$ cat src/inc/nesg_pkg.sv
// Constants for the NAND page ECC segment locator block.
// Assumes a 32-bit AXI4-Lite register bus and a 4096-byte page stream.
package nesg_pkg;
    // Segment geometry
    localparam int SEG_COUNT = 6;
    localparam int SEG_FIRST = 10;
    localparam int SEG_BYTES = 256;
    localparam int PAGE_ADDR_W = 12;
    localparam int SEG_IDX_W = 4;
    localparam int REF_SEL_W = 3;

    // Segment register layout
    localparam int BIT_LSB = 0;
    localparam int BIT_W = 3;
    localparam int WORD_LSB = 3;
    localparam int WORD_W = 8;
    localparam int PAR_LSB = 12;
    localparam int PAR_W = 11;
    localparam logic [PAR_W-1:0] PAR_RESET = 11'h000;

    // Register byte offsets
    localparam logic [7:0] OFF_SEG_BASE = 8'h00;
    localparam logic [7:0] OFF_STATUS = 8'h18;
    localparam logic [7:0] OFF_ENABLE = 8'h1c;
    localparam logic [7:0] OFF_CLEAR = 8'h20;
    localparam int ADDR_W = 8;

    // Status layout: single-error flags low, multi-error flags high
    localparam int EVT_W = 2 * SEG_COUNT;
    localparam int EVT_MULTI_LSB = SEG_COUNT;
    localparam logic [EVT_W-1:0] EVT_RESET = 12'h000;

    // Bus responses
    localparam logic [1:0] RESP_OKAY = 2'h0;
    localparam logic [1:0] RESP_SLVERR = 2'h2;

    typedef logic [31:0] nesg_word_t;
endpackage

$ cat src/inc/nesg_seg_if.sv
// Signals between the top and one segment checker.
// Assumes the top drives the stream side and reads the result side.
`timescale 1ns/1ps
interface nesg_seg_if;
    import nesg_pkg::*;
    logic clear;
    logic byte_valid;
    logic [PAGE_ADDR_W-1:0] byte_addr;
    logic [7:0] byte_data;
    logic check;
    logic [PAR_W-1:0] ref_parity;
    logic ref_odd;
    nesg_word_t reg_word;
    logic single_err;
    logic multi_err;

    modport top (output clear, byte_valid, byte_addr, byte_data, check, ref_parity, ref_odd,
                 input reg_word, single_err, multi_err);
    modport seg (input clear, byte_valid, byte_addr, byte_data, check, ref_parity, ref_odd,
                 output reg_word, single_err, multi_err);
endinterface // nesg_seg_if

$ cat src/rtl/nesg_segment.sv
// One 256-byte segment: parity accumulator and single-bit error locator.
// Assumes the top gates clear, stream and check pulses on sys_clk.
`timescale 1ns/1ps
module nesg_segment #(
    parameter logic [nesg_pkg::SEG_IDX_W-1:0] SEG_IDX = 4'ha
) (
    // Clock and reset
    input wire logic sys_clk,
    input wire logic rst,
    // Link to top
    nesg_seg_if.seg link
);
    import nesg_pkg::*;

    logic [PAR_W-1:0] parity;
    logic odd;
    logic [BIT_W-1:0] bit_pos;
    logic [WORD_W-1:0] byte_loc;
    logic [PAR_W-1:0] next_parity;
    logic next_odd;
    logic [PAR_W-1:0] syndrome;
    logic mismatch;
    logic in_seg;

    assign in_seg = link.byte_valid && (link.byte_addr[PAGE_ADDR_W-1:WORD_W] == SEG_IDX);
    assign syndrome = parity ^ link.ref_parity;
    assign mismatch = odd ^ link.ref_odd;

    // Each set bit folds its in-segment position into the parity
    always_comb begin
        next_parity = parity;
        next_odd = odd;
        for (int i = 0; i < 8; i++) begin
            if (link.byte_data[i]) begin
                next_parity = next_parity ^ {link.byte_addr[WORD_W-1:0], BIT_W'(i)};
                next_odd = ~next_odd;
            end
        end
    end

    always_ff @(posedge sys_clk or posedge rst) begin
        if (rst) begin
            parity <= PAR_RESET;
            odd <= 1'b0;
        end else if (link.clear) begin
            parity <= PAR_RESET;
            odd <= 1'b0;
        end else if (in_seg) begin
            parity <= next_parity;
            odd <= next_odd;
        end
    end

    always_ff @(posedge sys_clk or posedge rst) begin
        if (rst) begin
            bit_pos <= '0;
            byte_loc <= '0;
        end else if (link.clear) begin
            bit_pos <= '0;
            byte_loc <= '0;
        end else if (link.check) begin
            bit_pos <= syndrome[BIT_W-1:0];
            byte_loc <= syndrome[PAR_W-1:BIT_W];
        end
    end

    // Odd flip count with any syndrome means one flipped bit
    always_ff @(posedge sys_clk or posedge rst) begin
        if (rst) begin
            link.single_err <= 1'b0;
            link.multi_err <= 1'b0;
        end else begin
            link.single_err <= link.check && mismatch;
            link.multi_err <= link.check && !mismatch && (syndrome != '0);
        end
    end

    always_comb begin
        link.reg_word = '0;
        link.reg_word[BIT_LSB +: BIT_W] = bit_pos;
        link.reg_word[WORD_LSB +: WORD_W] = byte_loc;
        link.reg_word[PAR_LSB +: PAR_W] = parity;
    end
endmodule // nesg_segment

$ cat src/rtl/nesg_top.sv
// NAND page ECC, upper segment registers with AXI4-Lite access.
// Assumes a byte stream with page addresses and spare-area parity words on sys_clk.
//
// Function
// - Single error: report bit offset in byte
// - Single error: report address of 8-bit word
// - Multiple errors: location fields meaningless, ignore
// - Six registers cover bytes 2560 to 4095
//
// Local design decisions: the address map and the AXI4-Lite register port.
`timescale 1ns/1ps
module nesg_top (
    // Clock and reset
    input wire logic sys_clk,
    input wire logic rst,
    // AXI4-Lite write address
    input wire logic [nesg_pkg::ADDR_W-1:0] s_axi_awaddr,
    input wire logic s_axi_awvalid,
    output logic s_axi_awready,
    // AXI4-Lite write data
    input wire logic [31:0] s_axi_wdata,
    input wire logic [3:0] s_axi_wstrb,
    input wire logic s_axi_wvalid,
    output logic s_axi_wready,
    // AXI4-Lite write response
    output logic [1:0] s_axi_bresp,
    output logic s_axi_bvalid,
    input wire logic s_axi_bready,
    // AXI4-Lite read address
    input wire logic [nesg_pkg::ADDR_W-1:0] s_axi_araddr,
    input wire logic s_axi_arvalid,
    output logic s_axi_arready,
    // AXI4-Lite read data
    output logic [31:0] s_axi_rdata,
    output logic [1:0] s_axi_rresp,
    output logic s_axi_rvalid,
    input wire logic s_axi_rready,
    // Page data stream
    input wire logic page_start,
    input wire logic byte_valid,
    input wire logic [nesg_pkg::PAGE_ADDR_W-1:0] byte_addr,
    input wire logic [7:0] byte_data,
    // Stored parity read back from spare area
    input wire logic ref_valid,
    input wire logic [nesg_pkg::REF_SEL_W-1:0] ref_seg,
    input wire logic [nesg_pkg::PAR_W-1:0] ref_parity,
    input wire logic ref_odd,
    // Interrupt
    output logic irq
);
    import nesg_pkg::*;

    logic [SEG_COUNT-1:0] seg_single;
    logic [SEG_COUNT-1:0] seg_multi;
    nesg_word_t seg_word [SEG_COUNT];

    logic [EVT_W-1:0] status;
    logic [EVT_W-1:0] enable;
    logic [EVT_W-1:0] clear_mask;
    logic [EVT_W-1:0] events;
    logic [EVT_W-1:0] next_status;

    logic aw_have;
    logic w_have;
    logic [ADDR_W-1:0] aw_addr;
    logic [31:0] w_data;
    logic [3:0] w_strb;
    logic do_write;
    logic wr_hit;
    logic [31:0] rd_value;
    logic rd_hit;

    for (genvar g = 0; g < SEG_COUNT; g++) begin : g_seg
        nesg_seg_if link ();

        assign link.clear = page_start;
        assign link.byte_valid = byte_valid;
        assign link.byte_addr = byte_addr;
        assign link.byte_data = byte_data;
        assign link.check = ref_valid && (ref_seg == REF_SEL_W'(g));
        assign link.ref_parity = ref_parity;
        assign link.ref_odd = ref_odd;
        assign seg_word[g] = link.reg_word;
        assign seg_single[g] = link.single_err;
        assign seg_multi[g] = link.multi_err;

        nesg_segment #(
            .SEG_IDX(SEG_IDX_W'(SEG_FIRST + g))
        ) u_seg (
            .sys_clk(sys_clk),
            .rst(rst),
            .link(link)
        );
    end

    assign events = {seg_multi, seg_single};

    // Write decode; writes to read-only words are accepted and dropped
    assign do_write = aw_have && w_have && !s_axi_bvalid;
    always_comb begin
        wr_hit = 1'b0;
        clear_mask = '0;
        if (aw_addr < OFF_STATUS && aw_addr[1:0] == 2'h0) begin
            wr_hit = 1'b1;
        end
        if (aw_addr == OFF_STATUS || aw_addr == OFF_ENABLE) begin
            wr_hit = 1'b1;
        end
        if (aw_addr == OFF_CLEAR) begin
            wr_hit = 1'b1;
            if (do_write) begin
                clear_mask[7:0] = w_strb[0] ? w_data[7:0] : 8'h00;
                clear_mask[EVT_W-1:8] = w_strb[1] ? w_data[EVT_W-1:8] : 4'h0;
            end
        end
    end

    // Set wins over clear in the same cycle
    assign next_status = (status & ~clear_mask) | events;

    always_ff @(posedge sys_clk or posedge rst) begin
        if (rst) begin
            status <= EVT_RESET;
        end else begin
            status <= next_status;
        end
    end

    always_ff @(posedge sys_clk or posedge rst) begin
        if (rst) begin
            enable <= EVT_RESET;
        end else if (do_write && aw_addr == OFF_ENABLE) begin
            if (w_strb[0]) begin
                enable[7:0] <= w_data[7:0];
            end
            if (w_strb[1]) begin
                enable[EVT_W-1:8] <= w_data[EVT_W-1:8];
            end
        end
    end

    // Registered so the pin is glitch-free; follows enable writes one cycle late
    always_ff @(posedge sys_clk or posedge rst) begin
        if (rst) begin
            irq <= 1'b0;
        end else begin
            irq <= |(next_status & enable);
        end
    end

    // Write address channel
    always_ff @(posedge sys_clk or posedge rst) begin
        if (rst) begin
            aw_have <= 1'b0;
            aw_addr <= '0;
            s_axi_awready <= 1'b1;
        end else if (s_axi_bvalid && s_axi_bready) begin
            aw_have <= 1'b0;
            s_axi_awready <= 1'b1;
        end else if (s_axi_awvalid && s_axi_awready) begin
            aw_have <= 1'b1;
            aw_addr <= s_axi_awaddr;
            s_axi_awready <= 1'b0;
        end
    end

    // Write data channel
    always_ff @(posedge sys_clk or posedge rst) begin
        if (rst) begin
            w_have <= 1'b0;
            w_data <= '0;
            w_strb <= '0;
            s_axi_wready <= 1'b1;
        end else if (s_axi_bvalid && s_axi_bready) begin
            w_have <= 1'b0;
            s_axi_wready <= 1'b1;
        end else if (s_axi_wvalid && s_axi_wready) begin
            w_have <= 1'b1;
            w_data <= s_axi_wdata;
            w_strb <= s_axi_wstrb;
            s_axi_wready <= 1'b0;
        end
    end

    // Write response
    always_ff @(posedge sys_clk or posedge rst) begin
        if (rst) begin
            s_axi_bvalid <= 1'b0;
            s_axi_bresp <= RESP_OKAY;
        end else if (do_write) begin
            s_axi_bvalid <= 1'b1;
            s_axi_bresp <= wr_hit ? RESP_OKAY : RESP_SLVERR;
        end else if (s_axi_bready) begin
            s_axi_bvalid <= 1'b0;
        end
    end

    // Read mux; clear word reads as zero
    always_comb begin
        rd_value = '0;
        rd_hit = 1'b0;
        if (s_axi_araddr < OFF_STATUS && s_axi_araddr[1:0] == 2'h0) begin
            rd_hit = 1'b1;
            rd_value = seg_word[s_axi_araddr[4:2]];
        end else if (s_axi_araddr == OFF_STATUS) begin
            rd_hit = 1'b1;
            rd_value[EVT_W-1:0] = status;
        end else if (s_axi_araddr == OFF_ENABLE) begin
            rd_hit = 1'b1;
            rd_value[EVT_W-1:0] = enable;
        end else if (s_axi_araddr == OFF_CLEAR) begin
            rd_hit = 1'b1;
        end
    end

    // Read channel, one outstanding read
    always_ff @(posedge sys_clk or posedge rst) begin
        if (rst) begin
            s_axi_arready <= 1'b1;
            s_axi_rvalid <= 1'b0;
            s_axi_rdata <= '0;
            s_axi_rresp <= RESP_OKAY;
        end else if (s_axi_arvalid && s_axi_arready) begin
            s_axi_arready <= 1'b0;
            s_axi_rvalid <= 1'b1;
            s_axi_rdata <= rd_value;
            s_axi_rresp <= rd_hit ? RESP_OKAY : RESP_SLVERR;
        end else if (s_axi_rvalid && s_axi_rready) begin
            s_axi_rvalid <= 1'b0;
            s_axi_arready <= 1'b1;
        end
    end
endmodule // nesg_top

$ cat config.mk
export PLATFORM = sky130hd
export DESIGN_NAME = nesg_top
export DESIGN_NICKNAME = d
export VERILOG_FILES = /design/src/inc/nesg_pkg.sv /design/src/inc/nesg_seg_if.sv /design/src/rtl/nesg_segment.sv /design/src/rtl/nesg_top.sv
export SDC_FILE = /design/constraint.sdc
export NUM_CORES = 1
export LEC_CHECK = 0
export ABC_CLOCK_PERIOD_IN_PS = 2900
export BUFFER_PORTS_ARGS = -buffer_cell sky130_fd_sc_hd__buf_4
export CELL_PAD_IN_SITES_DETAIL_PLACEMENT = 0
export CELL_PAD_IN_SITES_GLOBAL_PLACEMENT = 1
export CORE_ASPECT_RATIO = 1.2
export CORE_MARGIN = 5
export CORE_UTILIZATION = 45
export CTS_CLUSTER_SIZE = 10
export DETAILED_ROUTE_END_ITERATION = 16
export PLACE_DENSITY = 0.75
export RECOVER_POWER = 50
export SYNTH_ARGS = -nofsm -noshare
export SYNTH_HDL_FRONTEND = slang
export SYNTH_HIERARCHICAL = 1
export SYNTH_SLANG_ARGS = --single-unit
$ cat constraint.sdc
create_clock -name sys_clk -period 2.9 [get_ports sys_clk]
set_input_delay 0.145 -clock sys_clk [delete_from_list [all_inputs] [get_ports sys_clk]]
set_output_delay 0.145 -clock sys_clk [all_outputs]
set_load 0.005 [all_outputs]
After elaboration in Yosys (flattened, before gate mapping) --
Index checks and enable logic that the tools add are counted.
Word-level totals: latch bits 0, flip-flop bits (word level) 240, memories 0, word-level logic and storage cells 443, RAM bits 0, memory bits (read-only) 0
Operators by class: $lt $le $gt $ge 3, divide/modulo/power cells 0, shift operators 0, multiply operators 0, add/subtract/negate cells 0, reductions and logical operators 78, mux-type cells 178, equality and inequality tests 17, bitwise gates (word level) 114
Operator list (number):
- 11-bit 2-to-1 mux | 60
- 11-bit XOR | 54
- 8-bit 2-to-1 mux | 13
- 32-bit binary-select mux with 3-bit select | 1
- 1-bit 2-to-1 mux | 81
- 11-bit nonzero test | 6
- 32-bit 2-to-1 mux | 2
- 12-bit 2-to-1 mux | 5
- 1-bit NOT | 49
- 1-bit logical AND | 40
- 3-bit 2-to-1 mux | 12
- 8-bit by 5-bit == test with 1-bit output, second input constant | 4
- 2-bit nonzero test | 16
- 12-bit bitwise AND | 2
- 4-bit == test, second input constant | 6
- 20-bit 2-to-1 mux | 1
- 8-bit by 6-bit == test with 1-bit output, second input constant | 2
- 8-bit by 5-bit < comparator with 1-bit output, second input constant | 2
- 12-bit NOT | 1
- 12-bit OR | 1
- 12-bit OR reduction | 1
- 2-bit AND reduction | 4
- 1-bit logical NOT | 7
- 3-bit by 2-bit == test with 1-bit output, second input constant | 2
- 10 further kinds | 18

Longest topological paths before layout --
word-level depth 18, gate-level depth with buffers 7, gate-level depth less buffers 5

Hierarchy --
The synthesis kept the hierarchy.
By module, submodules not included:
- nesg_top | area an instance 5106.1 µm², sequential area each 2205.9 µm², instances 1, cells each 418
- nesg_segment (g_seg[3].u_seg ...) | area an instance 1377.6 µm², sequential area each 625.6 µm², instances 2, cells each 142
- nesg_segment (g_seg[2].u_seg) | area an instance 1386.3 µm², sequential area each 625.6 µm², instances 1, cells each 141
- nesg_segment (g_seg[5].u_seg) | area an instance 1386.3 µm², sequential area each 625.6 µm², instances 1, cells each 142
- nesg_segment (g_seg[1].u_seg) | area an instance 1381.3 µm², sequential area each 625.6 µm², instances 1, cells each 141
- nesg_segment (g_seg[0].u_seg) | area an instance 1370.1 µm², sequential area each 625.6 µm², instances 1, cells each 141

Worst setup path before layout --
No wires, ideal clock.
path kind reg-to-reg, start register aw_addr[1], end register irq, period minus slack after synthesis 2.097 ns, path buffers 2, data arrival time 1.950 ns, cell stages (with the launch flop) 8, slack 0.803 ns, cells stage by stage dfrtp_1 or4_4 buf_6 nor4_4 buf_6 a311oi_1 a2111oi_1 nand4_1
Between the ends: longest elaborated chain between the ends 7
RTL lines:
- start: declaration | line nesg_top.sv:65 | logic [ADDR_W-1:0] aw_addr;
- start signal: assignment | line nesg_top.sv:162 | aw_addr <= s_axi_awaddr;
- 8-bit by 6-bit == test with 1-bit output | line nesg_top.sv:109 | if (aw_addr == OFF_CLEAR) begin
- 12-bit 2-to-1 mux | line nesg_top.sv:109
- 12-bit NOT | line nesg_top.sv:119 | assign next_status = (status & ~clear_mask) | events;
- 12-bit bitwise AND | line nesg_top.sv:119
- 12-bit OR | line nesg_top.sv:119
- 12-bit bitwise AND | line nesg_top.sv:147 | irq <= |(next_status & enable);
- 12-bit OR reduction | line nesg_top.sv:147
- end signal: assignment | line nesg_top.sv:147
- end: declaration | line nesg_top.sv:49 | output logic irq
Every way passes these cells. A chain may end at the register's enable or synchronous reset.

Worst setup path after layout --
start register aw_addr[2], end register irq
Between the ends: longest elaborated chain between the ends 7
RTL lines:
- 8-bit by 6-bit == test with 1-bit output | line nesg_top.sv:109
- 12-bit 2-to-1 mux | line nesg_top.sv:109
- 12-bit NOT | line nesg_top.sv:119
- 12-bit bitwise AND | line nesg_top.sv:119
- 12-bit OR | line nesg_top.sv:119
- net next_status[0] | line nesg_top.sv:61 | logic [EVT_W-1:0] next_status;
- 12-bit bitwise AND | line nesg_top.sv:147
- 12-bit OR reduction | line nesg_top.sv:147
The timed path passes the listed nets, and every way through them passes these cells.

==> results.md <==
- Setup TNS Final: 0 ns
- Pin count of the biggest net entering global routing: 66
- Crit Path Class: reg -> reg
- Slew margin rel.: -0.310
- GRT Util Overall: 0.219
- DRT iter0 DRCs: 695
- Power share of the combinational group: 0.187
- Hold Path Stages: 4
- Hold Path Class: in -> reg
- Final WL: 36600 µm
- Area occupied by multi-input gates: 6690 µm²
- Std cell rows: 69
- Drt pass-1 iters: 6
- # setup viols final: 0
- Final Hold Fails: 0
- Final worst path period share: 0.827
- Port Buffers: 114
- Clk sinks: 238
- Design Area, Final: 15600 µm²
- Cts repair resizes: 0
- Area Growth Syn to Fin: 16.2%
- CTS Hold Buffers Added: 38
- Delay-heaviest family, CP: simple AND/OR/NAND/NOR gates
- Residual DRC: 0
- Top FF cell, synth: dfrtp_1
- Cells after Synth: 1267
- Startpoint types: register
- CTS Buf Count: 28
- RSZ-0062 raised after global routing: no
- Routability cong.: 0.917
- FF-to-FF path depth: 5
- FF/Latch Area: 5960 µm²
- Core footprint: 29500 µm²
- Post-CTS Setup Inserts: 0
- Clk slew on worst S/H paths: 0.06 ns
- Die Y: 199 µm
- Total stage count of the critical path: 5
- CTS Buffer Depth: 3
- Post-DP HPWL: 27200 µm
- Final min period: 2.40 ns
- Die X: 167 µm
- Worst slew pin tran: 1.97 ns
- Max-slew violations: 191
- Final nets: 1504
- H-tree depth: 1
- Starting Density: 0.453
- DRT antenna net count: 0
- Synth warn: 6
- CP arrival: 2.78 ns
- Fill cell count: 2662
- Sw Ratio: 0.284
- Crit path cell chain: or4b_1 -> nor4_4 -> a31oi_1 -> a2111oi_1 -> nand4_1
- Root Buffer: clkbuf_16
- EDFF count, synth: 0
- Clk_skew: 0.0124 ns
- Internal: 6.21 mW
- Routed WL per cell: 20.2 µm
- Violated checks: capacitance limit, slew limit
- CTS tree: built
- Grt ovf: 0
- Number of max-cap violations: 6
- Clock Latency Late Sink: 0.53 ns
- Commonest non-fill, non-tap cell in the layout: dfrtp_1
- Vias per inst: 5.43
- Critical Path Max Stage Delay: 0.69 ns
- Leak pwr: 6.44 nW
- Post-DP Area: 14400 µm²
- Synth Register Bits: 238
- Ant. Diodes: 0
- Peak supply drop: 465 µV
- Distinct cells, synth: 53
- Commonest cells after routing, fill and taps aside: dfrtp_1, nor2_1, buf_4
- Synth Area per Inst: 10.6 µm²
- Layout cells sized above 1: 0.208
- Synthesized area: 13400 µm²
- Post-synthesis sequential area ratio: 0.445
- Outcome: finished, violations left
- Clock share of power: 0.362
- Vias: 9842
- Initial antenna violation count: 0
- Max Clk Rate: 0.417 GHz
- Req. time, crit path: 3.28 ns
- CP Capture Type: register
- FF-to-FF setup slack: 0.50 ns
- Share of async-settable or async-resettable flops after synthesis: 1.00
- Die Area: 33300 µm²
- IO Count: 139
- WHS: 0.0155 ns
- Pwr Density: 557 nW/µm²
- First-pass GRT wire length: 57500 µm
- Final core occ: 0.527
- Critical-path maximum fanout: 8
- Slowest CP cell: or4b_1
- Sw Pwr: 2.46 mW
- WP buf/inv: 0
- Vias in the first global route: 9951
- Seq pwr share: 0.451
[logic make-up after synthesis]
group | share of synthesized area
simple gates | 0.124
flops | 0.445
xor+xnor | 0.112
other cells | 0.00196
compound gates | 0.115
mux | 0.131
buf+inv | 0.0709
[cell type report]
| type | count | share of cell area |
|---|---|---|
| tap | 390 | 0.0314 |
| multi-input combinational | 912 | 0.430 |
| timing repair buffer | 183 | 0.0935 |
| inverter | 44 | 0.0106 |
| clock inverter | 1 | 0.000483 |
| sequential | 238 | 0.383 |
| clock buffer | 43 | 0.0507 |
[registers in the layout, indices dropped and copies added (netlist names), 2 cells and up]
name	cells
g_seg.u_seg/parity	66
g_seg.u_seg/byte_loc	48
s_axi_rdata	32
g_seg.u_seg/bit_pos	18
enable	12
status	12
w_data	12
aw_addr	8
g_seg.u_seg/link.multi_err	6
g_seg.u_seg/link.single_err	6
g_seg.u_seg/odd	6
w_strb	2
[routing by layer]
metal  share of wire  up-vias  routed length (µm)  track usage
met5               0        -                   0            0
li1                -     4636                   -            -
met1            0.43     4871               15700        0.290
met2            0.50      276               18200        0.378
met4           0.030        0                1080       0.0689
met3           0.045       59                1640       0.0284
[cell usage after synthesis, types with 14 or more instances]
master / number / area share
a211oi_1: 66 / 0.037
a21oi_1: 56 / 0.021
a22o_1: 20 / 0.013
buf_4: 62 / 0.035
clkbuf_1: 48 / 0.013
dfrtp_1: 235 / 0.44
inv_1: 44 / 0.012
mux2_2: 35 / 0.029
mux2i_1: 33 / 0.025
mux4_2: 44 / 0.074
nand2_1: 93 / 0.026
nand4_1: 14 / 0.0065
nor2_1: 107 / 0.030
o21ai_0: 67 / 0.025
o22ai_1: 20 / 0.0093
or3_1: 24 / 0.011
or3_2: 27 / 0.015
xnor2_1: 96 / 0.063
xor2_1: 42 / 0.027
[worst reg2reg max path, cell delays in order, from the launching register on]
cell	delay, ns
dfrtp_1	0.38
or4b_1	0.69
nor4_4	0.44
a31oi_1	0.19
a2111oi_1	0.43
nand4_1	0.13
[final timing paths]
check,to,start
setup / recovery,irq,aw_addr[2]
hold / removal,g_seg[5].u_seg/parity[10],byte_addr[7]
setup reg to reg,irq,aw_addr[2]
hold reg to reg,s_axi_rdata[11],s_axi_rdata[11]
max in group asynchronous,s_axi_rdata[0],rst
min in group asynchronous,g_seg[2].u_seg/link.single_err,rst
[power by group through the flow]
stage / Clock, mW / Combinational (mW) / Sequential (mW)
after detailed placement: 0 / 1.59 / 3.97
after global placement: 0 / 1.56 / 3.97
final: 3.13 / 1.62 / 3.91
after floorplan: 0 / 1.20 / 3.86
after CTS: 3.20 / 1.65 / 3.92
after global routing: 3.34 / 1.79 / 3.95
[stage by stage]
step	worst slack (ns)	power, mW	cells
finish	0.502	8.67	1811
global route	0.268	9.08	1811
CTS	0.513	8.77	1811
detailed placement	0.506	5.57	1729
global placement	0.527	5.53	1729
floorplan	0.481	5.07	1322
Note: power is estimated with default switching activity, not from simulation.
